==> src/core/scr_pkg.sv <==
// Constants shared by the synthesizer configuration register block.
// Assumes a single 20 MHz core clock and 32-bit serial register words.
package scr_pkg;
  localparam int unsigned CLK_HZ = 20_000_000;
  localparam int          WORD_W = 32;
  localparam int          ADDR_W = 3;

  // Register select codes in the low three bits of a word.
  localparam logic [2:0] ADDR_R0 = 3'h0;
  localparam logic [2:0] ADDR_R2 = 3'h2;
  localparam logic [2:0] ADDR_R3 = 3'h3;
  localparam logic [2:0] ADDR_R4 = 3'h4;

  // Values after reset.
  localparam logic [31:0] R2_RESET = 32'h00004042;
  localparam logic [31:0] R3_RESET = 32'h0000000B;
  localparam logic [31:0] R4_RESET = 32'h6180B23C;

  // Loop and power control word fields.
  localparam int DB_BIT   = 13;
  localparam int CP_LSB   = 9;
  localparam int CP_W     = 4;
  localparam int LDF_BIT  = 8;
  localparam int LDP_BIT  = 7;
  localparam int PDP_BIT  = 6;
  localparam int POWER_DOWN_BIT_BIT = 5;
  localparam int TRI_BIT  = 4;
  localparam int RST_BIT  = 3;

  // Band and clock divider word fields.
  localparam int          BAND_LSB    = 26;
  localparam int          BAND_W      = 6;
  localparam int          VAS_OFF_BIT = 25;
  localparam int          RETUNE_BIT  = 24;
  localparam logic [31:0] R3_RSV_MASK = 32'h00FE0000;
  localparam int          CDM_LSB     = 15;
  localparam int          CDM_W       = 2;
  localparam int          CDIV_LSB    = 3;
  localparam int          CDIV_W      = 12;

  // Output divider field of the output configuration word.
  localparam int DIVA_LSB = 20;
  localparam int DIVA_W   = 3;

  // Pump current step in microamps and lock windows in nanoseconds.
  localparam int         CP_STEP_UA         = 320;
  localparam int         UA_W               = 13;
  localparam logic [3:0] LOCK_WIN_WIDE_NS   = 4'hA;
  localparam logic [3:0] LOCK_WIN_NARROW_NS = 4'h6;

  typedef enum logic [1:0] {
    SCR_CDM_OFF,
    SCR_CDM_FAST,
    SCR_CDM_PHASE,
    SCR_CDM_RSV
  } scr_cdm_t;
endpackage

==> src/core/scr_word_if.sv <==
// Carries one received 32-bit register word from the serial receiver.
// Assumes source and sink share core_clk; valid is a one-cycle pulse.
`timescale 1ns/10ps
`default_nettype none
interface scr_word_if;
  logic [31:0] word;
  logic        valid;
  modport src (output word, output valid);
  modport snk (input word, input valid);
endinterface
`default_nettype wire

==> src/core/scr_config_regs.sv <==
// Configuration registers 2, 3 and 4 of a serially programmed synthesizer.
// Assumes a host on the three-wire serial pins and a 20 MHz core clock.
//
// How it works
// RULE_01 - Bit 13 enables double buffering.
// RULE_02 - Pump current code, applied on commit.
// RULE_03 - Bit 8 picks fractional or integer lock.
// RULE_04 - Bit 7 picks 10 or 6 ns window.
// RULE_05 - Bit 6 sets detector polarity.
// RULE_06 - Bit 5 set means shutdown.
// RULE_07 - Bit 4 three-states the pump.
// RULE_08 - Bit 3 holds both counters reset.
// RULE_09 - Select 011 loads register 3, resets 0B.
// RULE_10 - Manual band applies only with auto off.
// RULE_11 - Bit 25 clear runs auto band selection.
// RULE_12 - Bit 24 enables drift retuning.
// RULE_13 - Host writes reserved bits as zero.
// RULE_14 - Divider mode: off, fast, phase, reserved.
// RULE_15 - Twelve-bit divider value, zero unused.
// RULE_16 - Select 100 loads register 4, resets.
// RULE_17 - Host keeps lock kind matching mode.
// RULE_18 - Select 010 loads register 2, resets.
// RULE_19 - Buffered fields commit on register 0.
// RULE_20 - Word is select bits plus data.
`timescale 1ns/10ps
`default_nettype none
module scr_config_regs (
  input  wire logic        core_clk,
  input  wire logic        sys_rst,
  input  wire logic        ser_clk,
  input  wire logic        ser_data,
  input  wire logic        ser_load,
  output logic             buffer_commit_enable,
  output logic [3:0]       pump_current_code,
  output logic [12:0]      pump_current_ua,
  output logic             lock_detect_kind,
  output logic             lock_window_select,
  output logic [3:0]       lock_window_ns,
  output logic             detector_polarity,
  output logic             power_down_bit,
  output logic             pump_tristate,
  output logic             counter_reset,
  output logic [5:0]       oscillator_band_select,
  output logic             band_manual_active,
  output logic             auto_band_selector_run,
  output logic             auto_retune_enable,
  output var scr_pkg::scr_cdm_t clock_divider_mode,
  output logic             fast_lock_enable,
  output logic             phase_mode_enable,
  output logic [11:0]      clock_divider_value,
  output logic             divider_tick,
  output logic             reserved_write_seen,
  output logic             commit_pulse,
  output logic [31:0]      output_and_band_config
);
  scr_word_if wif ();

  scr_serial_rx u_rx (
    .core_clk (core_clk),
    .sys_rst  (sys_rst),
    .ser_clk  (ser_clk),
    .ser_data (ser_data),
    .ser_load (ser_load),
    .word_out (wif)
  );

  // Pump current grows in equal steps from one step at code zero.
  function automatic logic [12:0] pump_ua(input logic [3:0] code);
    logic [12:0] steps;
    steps = 13'(code) + 13'h0001;
    return 13'(steps * 13'(scr_pkg::CP_STEP_UA));
  endfunction

  logic        wr0;
  logic        wr2;
  logic        wr3;
  logic        wr4;
  logic [31:0] w;
  assign w   = wif.word;
  // RULE_18 select decode
  assign wr0 = wif.valid && (w[2:0] == scr_pkg::ADDR_R0);
  assign wr2 = wif.valid && (w[2:0] == scr_pkg::ADDR_R2);
  assign wr3 = wif.valid && (w[2:0] == scr_pkg::ADDR_R3);
  assign wr4 = wif.valid && (w[2:0] == scr_pkg::ADDR_R4);

  logic [31:0] loop_and_power_control_q;
  logic [31:0] band_and_clock_divider_q;
  logic [31:0] output_and_band_config_q;
  logic [31:0] reg4_shadow_q;
  logic [3:0]  cp_active_q;
  logic [12:0] cp_ua_q;
  logic [3:0]  win_ns_q;
  logic [5:0]  band_q;
  logic        band_manual_q;
  logic        auto_run_q;
  logic        retune_q;
  logic        rsv_seen_q;
  logic        commit_q;
  logic [11:0] div_cnt_q;
  logic        tick_q;
  logic        div_run;
  logic        db_on;
  logic        fast_q;
  logic        phase_q;

  assign db_on = loop_and_power_control_q[scr_pkg::DB_BIT];

  // RULE_18 register 2 load
  always_ff @(posedge core_clk) begin
    if (sys_rst) begin
      loop_and_power_control_q <= scr_pkg::R2_RESET;
    end else if (wr2) begin
      loop_and_power_control_q <= w;
    end
  end

  // RULE_19 commit on register 0
  // The written pump code waits here until the next register 0 word.
  always_ff @(posedge core_clk) begin
    if (sys_rst) begin
      cp_active_q <= scr_pkg::R2_RESET[scr_pkg::CP_LSB +: scr_pkg::CP_W];
      commit_q    <= 1'b0;
    end else begin
      commit_q <= wr0;
      if (wr0) begin
        cp_active_q <=
          loop_and_power_control_q[scr_pkg::CP_LSB +: scr_pkg::CP_W];
      end
    end
  end

  // RULE_02 current decode
  // RULE_04 window decode
  always_ff @(posedge core_clk) begin
    if (sys_rst) begin
      cp_ua_q  <= pump_ua(4'h0);
      win_ns_q <= scr_pkg::LOCK_WIN_WIDE_NS;
    end else begin
      cp_ua_q  <= pump_ua(cp_active_q);
      win_ns_q <= loop_and_power_control_q[scr_pkg::LDP_BIT] ?
                  scr_pkg::LOCK_WIN_NARROW_NS : scr_pkg::LOCK_WIN_WIDE_NS;
    end
  end

  // RULE_09 register 3 load
  // RULE_13 reserved bits dropped
  // Reserved bits are kept at zero so a careless host cannot reach them.
  always_ff @(posedge core_clk) begin
    if (sys_rst) begin
      band_and_clock_divider_q <= scr_pkg::R3_RESET;
      rsv_seen_q               <= 1'b0;
    end else if (wr3) begin
      band_and_clock_divider_q <= w & ~scr_pkg::R3_RSV_MASK;
      rsv_seen_q               <= |(w & scr_pkg::R3_RSV_MASK);
    end
  end

  // RULE_10 manual band gating
  // RULE_11 auto band run
  // RULE_12 drift retune
  always_ff @(posedge core_clk) begin
    if (sys_rst) begin
      band_q        <= scr_pkg::R3_RESET[scr_pkg::BAND_LSB +: scr_pkg::BAND_W];
      band_manual_q <= scr_pkg::R3_RESET[scr_pkg::VAS_OFF_BIT];
      auto_run_q    <= !scr_pkg::R3_RESET[scr_pkg::VAS_OFF_BIT];
      retune_q      <= scr_pkg::R3_RESET[scr_pkg::RETUNE_BIT];
    end else begin
      band_manual_q <= band_and_clock_divider_q[scr_pkg::VAS_OFF_BIT];
      auto_run_q    <= !band_and_clock_divider_q[scr_pkg::VAS_OFF_BIT];
      retune_q      <= band_and_clock_divider_q[scr_pkg::RETUNE_BIT];
      if (band_and_clock_divider_q[scr_pkg::VAS_OFF_BIT]) begin
        band_q <= band_and_clock_divider_q[scr_pkg::BAND_LSB +:
                                           scr_pkg::BAND_W];
      end
    end
  end

  // RULE_16 register 4 load
  // RULE_01 buffered divider field
  // With buffering on, only the output divider field waits for commit.
  always_ff @(posedge core_clk) begin
    if (sys_rst) begin
      output_and_band_config_q <= scr_pkg::R4_RESET;
      reg4_shadow_q            <= scr_pkg::R4_RESET;
    end else if (wr4) begin
      reg4_shadow_q <= w;
      if (db_on) begin
        output_and_band_config_q <= {w[31:23],
          output_and_band_config_q[scr_pkg::DIVA_LSB +: scr_pkg::DIVA_W],
          w[19:0]};
      end else begin
        output_and_band_config_q <= w;
      end
    end else if (wr0 && db_on) begin
      output_and_band_config_q[scr_pkg::DIVA_LSB +: scr_pkg::DIVA_W] <=
        reg4_shadow_q[scr_pkg::DIVA_LSB +: scr_pkg::DIVA_W];
    end
  end

  // RULE_14 mode decode
  // RULE_15 divide by value
  // The divider stops while counters are held, in shutdown or on code zero.
  assign div_run = (clock_divider_mode == scr_pkg::SCR_CDM_FAST ||
                    clock_divider_mode == scr_pkg::SCR_CDM_PHASE) &&
                   (clock_divider_value != 12'h000) &&
                   !counter_reset && !power_down_bit;

  always_ff @(posedge core_clk) begin
    if (sys_rst || !div_run) begin
      div_cnt_q <= 12'h000;
      tick_q    <= 1'b0;
    end else if (div_cnt_q >= clock_divider_value - 12'h001) begin
      div_cnt_q <= 12'h000;
      tick_q    <= 1'b1;
    end else begin
      div_cnt_q <= div_cnt_q + 12'h001;
      tick_q    <= 1'b0;
    end
  end

  // RULE_14 mode flags
  // Registered so the mode flags leave the block straight from flops.
  always_ff @(posedge core_clk) begin
    if (sys_rst) begin
      fast_q  <= 1'b0;
      phase_q <= 1'b0;
    end else begin
      fast_q  <= clock_divider_mode == scr_pkg::SCR_CDM_FAST;
      phase_q <= clock_divider_mode == scr_pkg::SCR_CDM_PHASE;
    end
  end

  // RULE_01 commit enable
  // RULE_03 lock kind
  // RULE_05 polarity
  // RULE_06 shutdown
  // RULE_07 pump three-state
  // RULE_08 counter reset
  assign buffer_commit_enable = db_on;
  assign pump_current_code    = cp_active_q;
  assign pump_current_ua      = cp_ua_q;
  assign lock_detect_kind     = loop_and_power_control_q[scr_pkg::LDF_BIT];
  assign lock_window_select   = loop_and_power_control_q[scr_pkg::LDP_BIT];
  assign lock_window_ns       = win_ns_q;
  assign detector_polarity    = loop_and_power_control_q[scr_pkg::PDP_BIT];
  assign power_down_bit       = loop_and_power_control_q[scr_pkg::POWER_DOWN_BIT_BIT];
  assign pump_tristate        = loop_and_power_control_q[scr_pkg::TRI_BIT];
  assign counter_reset        = loop_and_power_control_q[scr_pkg::RST_BIT];
  assign oscillator_band_select = band_q;
  assign band_manual_active   = band_manual_q;
  assign auto_band_selector_run = auto_run_q;
  assign auto_retune_enable   = retune_q;
  assign clock_divider_mode   = scr_pkg::scr_cdm_t'(
    band_and_clock_divider_q[scr_pkg::CDM_LSB +: scr_pkg::CDM_W]);
  assign fast_lock_enable     = fast_q;
  assign phase_mode_enable    = phase_q;
  assign clock_divider_value  =
    band_and_clock_divider_q[scr_pkg::CDIV_LSB +: scr_pkg::CDIV_W];
  assign divider_tick         = tick_q;
  assign reserved_write_seen  = rsv_seen_q;
  assign commit_pulse         = commit_q;
  assign output_and_band_config = output_and_band_config_q;

  db_hold_a: assert property ( // RULE_01
    @(posedge core_clk) disable iff (sys_rst)
    wr4 && db_on |=> output_and_band_config_q[22:20] ==
                     $past(output_and_band_config_q[22:20]))
    else $error("buffered divider field changed before commit");

  pump_wait_a: assert property ( // RULE_02
    @(posedge core_clk) disable iff (sys_rst)
    wr2 |=> $stable(pump_current_code))
    else $error("pump code changed without a commit");

  pump_ua_a: assert property ( // RULE_02
    @(posedge core_clk) disable iff (sys_rst)
    wr0 |-> ##2 pump_current_ua ==
      13'((13'($past(loop_and_power_control_q[12:9], 2)) + 13'h1) * 13'd320))
    else $error("pump current does not follow committed code");

  commit_copy_a: assert property ( // RULE_19
    @(posedge core_clk) disable iff (sys_rst)
    wr0 |=> commit_pulse && pump_current_code ==
            $past(loop_and_power_control_q[12:9]))
    else $error("commit did not copy the buffered pump code");

  ctrl_bits_a: assert property ( // RULE_06
    @(posedge core_clk) disable iff (sys_rst)
    wr2 |=> {lock_detect_kind, lock_window_select, detector_polarity,
             power_down_bit, pump_tristate, counter_reset} == $past(w[8:3]))
    else $error("control bits do not match the written word");

  win_ns_a: assert property ( // RULE_04
    @(posedge core_clk) disable iff (sys_rst)
    wr2 |-> ##2 lock_window_ns == ($past(w[7], 2) ? 4'h6 : 4'hA))
    else $error("lock window width wrong");

  reset_vals_a: assert property ( // RULE_09
    @(posedge core_clk)
    sys_rst |=> band_and_clock_divider_q == 32'h0000000B &&
      loop_and_power_control_q == 32'h00004042 &&
      output_and_band_config == 32'h6180B23C)
    else $error("register value after reset wrong");

  band_gate_a: assert property ( // RULE_10
    @(posedge core_clk) disable iff (sys_rst)
    !band_manual_active && !$past(band_manual_active) |->
      $stable(oscillator_band_select))
    else $error("manual band applied while auto selection runs");

  auto_run_a: assert property ( // RULE_11
    @(posedge core_clk) disable iff (sys_rst)
    wr3 |-> ##2 auto_band_selector_run == !$past(w[25], 2))
    else $error("auto band run does not follow disable bit");

  rsv_zero_a: assert property ( // RULE_13
    @(posedge core_clk) disable iff (sys_rst)
    wr3 |=> band_and_clock_divider_q[23:17] == 7'h00 &&
            reserved_write_seen == |$past(w[23:17]))
    else $error("reserved bits stored or not flagged");

  tick_gap_a: assert property ( // RULE_15
    @(posedge core_clk) disable iff (sys_rst)
    divider_tick && div_run && clock_divider_value == 12'h005
      ##1 (div_run && clock_divider_value == 12'h005) [*5] |-> divider_tick)
    else $error("divider period wrong");

  r4_direct_a: assert property ( // RULE_16
    @(posedge core_clk) disable iff (sys_rst)
    wr4 && !db_on |=> output_and_band_config == $past(w))
    else $error("register 4 not loaded");
endmodule
`default_nettype wire

==> src/core/scr_serial_rx.sv <==
// Three-wire serial word receiver for the configuration registers.
// Assumes the serial pins change slowly against core_clk (clock high and
// low each last at least three core cycles).
`timescale 1ns/10ps
`default_nettype none
module scr_serial_rx (
  input  wire logic   core_clk,
  input  wire logic   sys_rst,
  input  wire logic   ser_clk,
  input  wire logic   ser_data,
  input  wire logic   ser_load,
  scr_word_if.src     word_out
);
  logic [2:0]  meta_q;
  logic [2:0]  sync_q;
  logic        clk_prev_q;
  logic        load_prev_q;
  logic [31:0] shift_q;
  logic [31:0] word_q;
  logic        valid_q;

  // Pins are asynchronous, so each passes two flops before use.
  always_ff @(posedge core_clk) begin
    if (sys_rst) begin
      meta_q <= 3'h0;
      sync_q <= 3'h0;
    end else begin
      meta_q <= {ser_load, ser_data, ser_clk};
      sync_q <= meta_q;
    end
  end

  always_ff @(posedge core_clk) begin
    if (sys_rst) begin
      clk_prev_q  <= 1'b0;
      load_prev_q <= 1'b0;
    end else begin
      clk_prev_q  <= sync_q[0];
      load_prev_q <= sync_q[2];
    end
  end

  // RULE_20 whole word shift
  // Data enter MSB first, so the select bits arrive last.
  always_ff @(posedge core_clk) begin
    if (sys_rst) begin
      shift_q <= 32'h00000000;
    end else if (sync_q[0] && !clk_prev_q) begin
      shift_q <= {shift_q[30:0], sync_q[1]};
    end
  end

  // RULE_20 word on load
  always_ff @(posedge core_clk) begin
    if (sys_rst) begin
      word_q  <= 32'h00000000;
      valid_q <= 1'b0;
    end else begin
      valid_q <= sync_q[2] && !load_prev_q;
      if (sync_q[2] && !load_prev_q) begin
        word_q <= shift_q;
      end
    end
  end

  assign word_out.word  = word_q;
  assign word_out.valid = valid_q;
endmodule
`default_nettype wire

==> config.mk <==
export PLATFORM = sky130hd
export DESIGN_NAME = scr_config_regs
export DESIGN_NICKNAME = d
export VERILOG_FILES = /design/src/core/scr_pkg.sv /design/src/core/scr_word_if.sv /design/src/core/scr_config_regs.sv /design/src/core/scr_serial_rx.sv
export SDC_FILE = /design/constraint.sdc
export NUM_CORES = 1
export LEC_CHECK = 0
export BUFFER_PORTS_ARGS = -buffer_cell sky130_fd_sc_hd__buf_2
export CAP_MARGIN = 20
export CORE_UTILIZATION = 57
export DETAILED_ROUTE_END_ITERATION = 8
export GPL_TIMING_DRIVEN = 0
export HOLD_SLACK_MARGIN = 0.08
export PLACE_DENSITY = 0.79
export SLEW_MARGIN = 10
export SYNTH_ARGS = -nofsm -noshare
export SYNTH_HDL_FRONTEND = slang
export SYNTH_SLANG_ARGS = --single-unit
==> constraint.sdc <==
create_clock -name core_clk -period 2.8 [get_ports core_clk]
set_clock_uncertainty 0.2 [all_clocks]
set_input_delay 0.14 -clock core_clk [delete_from_list [all_inputs] [get_ports core_clk]]
set_output_delay 0.14 -clock core_clk [all_outputs]
set_load 0.05 [all_outputs]
==> results of run 1 <==
## power breakdown
| part | switching (mW) | leakage, nW | internal [mW] | total (mW) |
|---|---|---|---|---|
| combinational | 0.101 | 1.59 | 0.0305 | 0.131 |
| clock | 0.975 | 0.284 | 1.41 | 2.38 |
| sequential | 0.00227 | 1.45 | 2.57 | 2.57 |
## per-stage QoR
step	hold slack [ns]	instances
final	0.242	1139
after global routing	0.253	1139
after CTS	0.242	1133
after detailed placement	0.159	1097
after global placement	0.150	1097
after floorplan	0.0682	845
## cell usage in the layout (no fill, tap or decap), types with 3 or more instances in the layout
master,count
a21oi_1,114
nand4_1,6
mux2i_1,12
dfxtp_1,177
nand3_1,6
nand3b_1,13
inv_1,8
nor3_1,17
nand2b_1,7
clkinvlp_4,5
xnor2_1,15
buf_4,51
ha_1,21
dfxtp_2,3
nor2b_1,18
xor2_1,9
conb_1,8
nand2_1,252
a211oi_2,3
dlygate4sd3_1,4
nor3b_1,3
clkbuf_16,17
clkbuf_8,4
nor2_1,30
buf_2,90
clkbuf_1,37
## flip-flops by register name (all words and copies together), names as in the netlist
register and cells:
oscillator_band_select 6, lock_window_ns 2, reserved_write_seen 1, output_and_band_config 32
divider_tick 1, reg4_shadow_q 3, u_rx.sync_q 3, band_manual_active 1
commit_pulse 1, phase_mode_enable 1, u_rx.load_prev_q 1, u_rx.meta_q 3
u_rx.word_out.word 32, band_and_clock_divider_q 22, u_rx.shift_q 32, pump_current_code 4
fast_lock_enable 1, loop_and_power_control_q 11, auto_retune_enable 1, u_rx.word_out.valid 1
u_rx.clk_prev_q 1, div_cnt_q 12, auto_band_selector_run 1, pump_current_ua 7
## worst max-delay path by stage
stage,start,to,slack (ns),cells after the start
2_1_floorplan,band_and_clock_divider_q[7],div_cnt_q[10],0.19,10
3_3_place_gp,band_and_clock_divider_q[7],div_cnt_q[9],-0.10,10
3_5_place_dp,band_and_clock_divider_q[7],div_cnt_q[5],-0.18,10
4_1_cts,band_and_clock_divider_q[5],div_cnt_q[5],0.02,10
5_1_grt,band_and_clock_divider_q[9],div_cnt_q[0],-0.03,11
6_report,band_and_clock_divider_q[6],div_cnt_q[3],0.13,10
## cell type report
| type | count | area share |
|---|---|---|
| Clock buffer | 21 | 0.0564 |
| Tap cell | 168 | 0.0247 |
| Buffer | 90 | 0.0607 |
| Sequential cell | 180 | 0.423 |
| Clock inverter | 11 | 0.0147 |
| Inverter | 10 | 0.00441 |
| Timing Repair Buffer | 94 | 0.0590 |
| Multi-Input combinational cell | 565 | 0.357 |
## worst max-delay path, delay by kind of cell, from the launching register on
family / cells / cell delay (ns)
AO/OA/AOI/OAI: 3 / 0.63
adder cells (fa/ha/maj): 1 / 0.29
XOR/XNOR: 1 / 0.17
buffers and inverters: 1 / 0.20
AND/OR/NAND/NOR: 4 / 0.72
flip-flops: 1 / 0.38
## logic make-up after synthesis
logic type	Yosys count
AND/OR/NAND/NOR	371
buffers and inverters	100
multiplexers	13
XOR/XNOR	24
AO/OA/AOI/OAI	126
flip-flops	180
adder cells (fa/ha/maj)	23
other	2
## metal layers
| metal | wire length [microns] | track usage | up-vias |
|---|---|---|---|
| li1 | - | - | 2936 |
| met1 | 7150 | 0.327 | 2747 |
| met2 | 7800 | 0.418 | 165 |
| met3 | 997 | 0.0611 | 23 |
| met4 | 195 | 0.0868 | 0 |
| met5 | 0 | 0 | - |
## repair_timing
action,4_1_cts,5_1_grt
gates resized for setup,6,14
hold buffers,4,0
pin swaps,1,5
setup endpoints to repair,10,11
endpoints found under the hold margin,9,0
setup buffers,0,5
cloned,0,1
==> key figures, run 1 <==
Outcome
  – Status: completed

Worst setup path
  – R2R setup slack: 0.13 ns
  – Worst setup SP type: flop
  – Critical Path AT: 2.82 ns
  – Worst EP required: 2.95 ns
  – RR Startpoint: band_and_clock_divider_q[6]
  – Critical Path, Cell by Cell: nor2_4 > nand3_2 > nor4_4 > xnor2_1 > ha_1 > a21oi_1 > o21ai_0 > a221o_1 > buf_4 > nor3_1
  – Max stage delay cell, worst path: dfxtp_1
  – WS Path Type: reg2reg
  – CP max FO: 10
  – CP Capture Type: flop
  – Worst reg2reg endpoint: div_cnt_q[3]
  – FF-to-FF path depth: 10
  – Worst stage delay on the critical path: 0.38 ns

Clock network
  – Clock Sinks: 180
  – Longest Clk Path Bufs: 2
  – Cts bufs inserted: 17
  – Worst-Skew Late Latency: 0.43 ns
  – Maximum level of the CTS H-tree: 4
  – CTS clk-pin slew, worst paths: 0.06 ns
  – Clock root cell: clkbuf_16
  – CTS tree: yes

Finish
  – Design Area, Final: 8520 sq um
  – Nets@finish: 986
  – Core Util, Final: 0.703
  – Reg area: 3610 sq um
  – Diodes inserted: 0
  – Area of the multi-input gates: 3040 sq um
  – Share of cells above drive strength 1: 0.201
  – Filler cells: 963
  – Layout Area Growth over Synthesis: 19.8%

Global routing
  – Total GRT Usage: 0.254
  – Gr ovfl total: 0
  – Initial antenna violation count: 0
  – Vias in the first global route: 5181
  – First-pass GRT wire length: 25200 microns
  – Largest net degree at the start of global routing: 17

Synthesis
  – Syn Area/Cell: 8.48 sq um
  – Top cell type's share of synthesized area: 0.507
  – Count leader, synth: nand2_1
  – Synth Instances: 839
  – Post-synth cell types: 41
  – Ys flop type: dfxtp_1
  – Number of synthesized flops with an enable pin: 0
  – Sequential area share after synthesis: 0.507
  – Top cells by area, synth: dfxtp_1 (51%), nand2_1 (13%), a21oi_1 (8.0%), buf_4 (4.6%), ha_1 (3.9%)
  – Cell taking the most area after synthesis: dfxtp_1
  – Post-Synth Adder-Cell Area: 0.0415
  – Simple-Gate Fraction of Synth Area: 0.230
  – Netlist Area Pre-Place: 7110 sq um
  – Complex-gate fraction of the synthesized area: 0.0957
  – Synth Warn #: 0
  – Synth Area in XOR/XNOR: 0.0296
  – Yosys reg bits: 180
  – Mux cell area share after synthesis: 0.0190
  – FFs w/ async S/R, synth: 0
  – Largest family of logic cells by synthesized area: simple AND/OR/NAND/NOR gates
  – Commonest cells post-synth: nand2_1 (252), dfxtp_1 (180), a21oi_1 (114)

Floorplanning
  – Initial Util: 0.587
  – Die area: 12900 sq um
  – Die X: 114 microns
  – Row cnt: 40
  – Die Y: 114 microns
  – Core area: 12100 sq um
  – I/O pins: 93

Detailed routing
  – Final WL: 16100 microns
  – Post-DRT Antenna Nets: 0
  – DRC: 0
  – DR WL/cell: 14.2 microns
  – Routed vias: 5871
  – Avg Vias per Cell: 5.15
  – DRT Pass-1 Iters: 5
  – Initial DRC count: 463

Timing
  – Final worst-path setup slack: 0.131 ns
  – Rel. slew slack: 0.469
  – Slew @ Worst Pin: 0.796 ns
  – TNS Setup: 0 ns
  – Hold Vio Cnt, Final: 0
  – Final Cycle Share: 0.953
  – Max Slew Vio Count: 0
  – Peak Freq: 0.375 GHz
  – Fin crit period: 2.67 ns
  – Final setup violation count: 0

Run
  – Maxcap violations: 0

Place
  – Routability cong.: 0.839
  – Hpwl dp: 11200 microns
  – Buffers added on ports: 84
  – Dpl cell area: 7770 sq um
  – Pre-CTS setup slack: -0.180 ns

Min path
  – Worst hold start: u_rx.meta_q[0]
  – Worst Hold Path EP: u_rx.sync_q[0]
  – Hold Crit Class: reg2reg
  – Hold Crit Depth: 1

Power and ir drop
  – Design Power: 5.08 mW
  – P_leak: 3.33 nW
  – P per Cell Area: 597 nW/um^2
  – VDD IR max: 0.563 mV
(Power assumes the default switching activity.)
==> run 2: changes to the inputs <==
Settings changed: CORE_ASPECT_RATIO set to 0.6.
==> run 2 against run 1 <==
  * The run now ends with setup timing left
  * Wire length rose by 10%
  * Via count is 2.1% higher
  * Non-clock buffer count grew 3
  * First-iteration DRC count increased by 13%
  * Global-route usage is 1.9 points higher
  * Sequential cell count unchanged
  * Critical path depth unchanged
  * Final cell count hardly changed
  * Worst hold slack worse by 0.0042 ns
  * Critical path type unchanged
  * Largest power group unchanged
==> key figures, run 2 (synthesis results as in run 1) <==
Place
  – Hpwl dp: 12200 microns (was 11200 microns)
  – Placed insts: 1094 (was 1097)
  – Routability cong.: 0.846 (was 0.839)
  – Buffers added on ports: 84 (unchanged)

Power and ir drop
  – P_leak: 3.36 nW (was 3.33 nW)
  – Design Power: 4.99 mW (was 5.08 mW)
  – VDD IR max: 0.527 mV (was 0.563 mV)
  – P per Cell Area: 580 nW/um^2 (was 597 nW/um^2)

Min path
  – Hold Crit Class: reg2reg (unchanged)

Timing
  – RSZ-0062 raised after global routing: yes
  – Fin crit period: 2.82 ns (was 2.67 ns)
  – Slew @ Worst Pin: 0.743 ns (was 0.796 ns)
  – Hold Vio Cnt, Final: 0 (unchanged)
  – Final setup violation count: 4 (was 0)
  – Rel. slew slack: 0.505 (was 0.469)
  – Max Slew Vio Count: 0 (unchanged)
  – Final worst-path setup slack: -0.0156 ns (was 0.131 ns)
  – Peak Freq: 0.355 GHz (was 0.375 GHz)
  – Final Cycle Share: 1.01 (was 0.953)

Finish
  – Nets@finish: 989 (was 986)
  – Share of cells above drive strength 1: 0.216 (was 0.201)
  – Finished Layout Cells: 1138 (was 1139)
  – Area of the multi-input gates: 3110 sq um (was 3040 sq um)
  – Diodes inserted: 0 (unchanged)
  – Reg area: 3610 sq um (about the same)
  – Layout Area Growth over Synthesis: 20.9% (was 19.8%)
  – Commonest non-fill, non-tap cell in the layout: nand2_1 (unchanged)
  – Most frequent cells in the layout: nand2_1 (252), dfxtp_1 (176), a21oi_1 (113), buf_2 (89), buf_4 (53) (was nand2_1 (252), dfxtp_1 (177), a21oi_1 (114), buf_2 (90), buf_4 (51))
  – Filler cells: 961 (was 963)

Floorplanning
  – Initial Util: 0.588 (was 0.587)
  – Die X: 146 microns (was 114 microns)
  – I/O pins: 93 (unchanged)
  – Die Y: 88.5 microns (was 114 microns)
  – Core area: 12100 sq um (about the same)
  – Die area: 12900 sq um (about the same)
  – Row cnt: 31 (was 40)

Worst setup path
  – Worst setup SP type: flop (unchanged)
  – Worst EP required: 2.93 ns (was 2.95 ns)
  – CP max FO: 5 (was 10)
  – Max stage delay cell, worst path: dfxtp_4 (was dfxtp_1)
  – Top cell by count, worst path: nor3_2
  – Count of buffer and inverter cells on the critical path: 1 (unchanged)
  – Critical Path, Cell by Cell: nor4_4 > nand2b_1 > nor3_2 > xnor2_1 > ha_1 > and4_4 > nand4_1 > o211ai_1 > buf_4 > nor3_2 (was nor2_4 > nand3_2 > nor4_4 > xnor2_1 > ha_1 > a21oi_1 > o21ai_0 > a221o_1 > buf_4 > nor3_1)
  – CP Capture Type: flop (unchanged)
  – WS Path Type: reg2reg (unchanged)
  – Critical Path AT: 2.94 ns (was 2.82 ns)
  – Worst stage delay on the critical path: 0.36 ns (was 0.38 ns)
  – Cell family contributing the most delay on the critical path: simple AND/OR/NAND/NOR gates (unchanged)

Clock network
  – Cts bufs inserted: 17 (unchanged)
  – Maximum level of the CTS H-tree: 4 (unchanged)
  – CTS clk-pin slew, worst paths: 0.07 ns (was 0.06 ns)
  – CTS tree: yes (unchanged)
  – Longest Clk Path Bufs: 2 (unchanged)
  – Clock Sinks: 180 (unchanged)
  – Clock root cell: clkbuf_16 (unchanged)
  – Worst-Skew Late Latency: 0.43 ns (about the same)

Detailed routing
  – DRC: 0 (unchanged)
  – Avg Vias per Cell: 5.27 (was 5.15)
  – Post-DRT Antenna Nets: 0 (unchanged)
  – Routed vias: 5993 (was 5871)
  – DR WL/cell: 15.7 microns (was 14.2 microns)
  – DRT Pass-1 Iters: 5 (unchanged)
  – Initial DRC count: 521 (was 463)
  – Final WL: 17800 microns (was 16100 microns)

Global routing
  – Largest net degree at the start of global routing: 17 (unchanged)
  – Gr ovfl total: 0 (unchanged)
  – First-pass GRT wire length: 26800 microns (was 25200 microns)
  – Initial antenna violation count: 0 (unchanged)
  – Total GRT Usage: 0.273 (was 0.254)
  – Vias in the first global route: 5122 (was 5181)

Outcome
  – Failing checks: setup timing
  – Status: finished with violations (was completed)

Run
  – Maxcap violations: 0 (unchanged)
==> run 2: what timing repair did <==
item / in CTS / in global routing
setup buffers: 0 / 7
hold buffers: 4 / 0
gates resized for setup: 14 / 27
gates cloned: 0 / 2
pin swaps: 0 / 11
endpoints found under the hold margin: 11 / 0
endpoints found under the setup margin: 11 / 13
==> run 2: where the power goes <==
part | total, mW | internal [mW] | switching (mW)
Combinational | 0.133 | 0.0305 | 0.102
Sequential | 2.57 | 2.56 | 0.00267
Clock | 2.29 | 1.26 | 1.04
==> run 2: worst register-to-register path: stages (launching register included) <==
cell,delay (ns)
dfxtp_4,0.36
nor4_4,0.30
nand2b_1,0.17
nor3_2,0.21
xnor2_1,0.12
ha_1,0.36
and4_4,0.24
nand4_1,0.11
o211ai_1,0.32
buf_4,0.25
nor3_2,0.07
==> run 2: worst paths after layout <==
kind | slack, ns | to | cells past startpoint | from
max | -0.02 | div_cnt_q[9] | 10 | band_and_clock_divider_q[10]
min | 0.24 | u_rx.sync_q[0] | 1 | u_rx.meta_q[0]
max reg2reg | -0.02 | div_cnt_q[9] | 10 | band_and_clock_divider_q[10]
min reg2reg | 0.24 | u_rx.sync_q[0] | 1 | u_rx.meta_q[0]
==> run 2: per-layer routing <==
metal  share of wire  global-route usage  up-vias
met5               0                   0        -
met4           0.013              0.0909        0
met3           0.078              0.0526       21
met2            0.42               0.398      219
met1            0.49               0.407     2825
li1                -                   -     2928
==> run 2: through the flow <==
stage | utilization | setup WS, ns | TNS (ns) | hold WS (ns) | cell area, sq um
2_1_floorplan | - | 0.194 | 0 | 0.0682 | 7140
3_3_place_gp | 0.641 | -0.168 | -1.65 | 0.147 | 7760
6_report | 0.711 | -0.0156 | -0.0230 | 0.237 | 8600
4_1_cts | 0.696 | 0.0237 | 0 | 0.241 | 8420
5_1_grt | 0.711 | -0.149 | -1.26 | 0.254 | 8600
3_5_place_dp | 0.641 | -0.229 | -2.13 | 0.156 | 7760
==> run 2: layout make-up <==
cell class,instances,area share
flip-flops and latches,180,0.420
multi-input cells,565,0.362
repair buffers,97,0.0634
plain buffers,90,0.0609
clock buffers,18,0.0510
well taps,165,0.0240
clock inverters,13,0.0147
inverters,10,0.00436
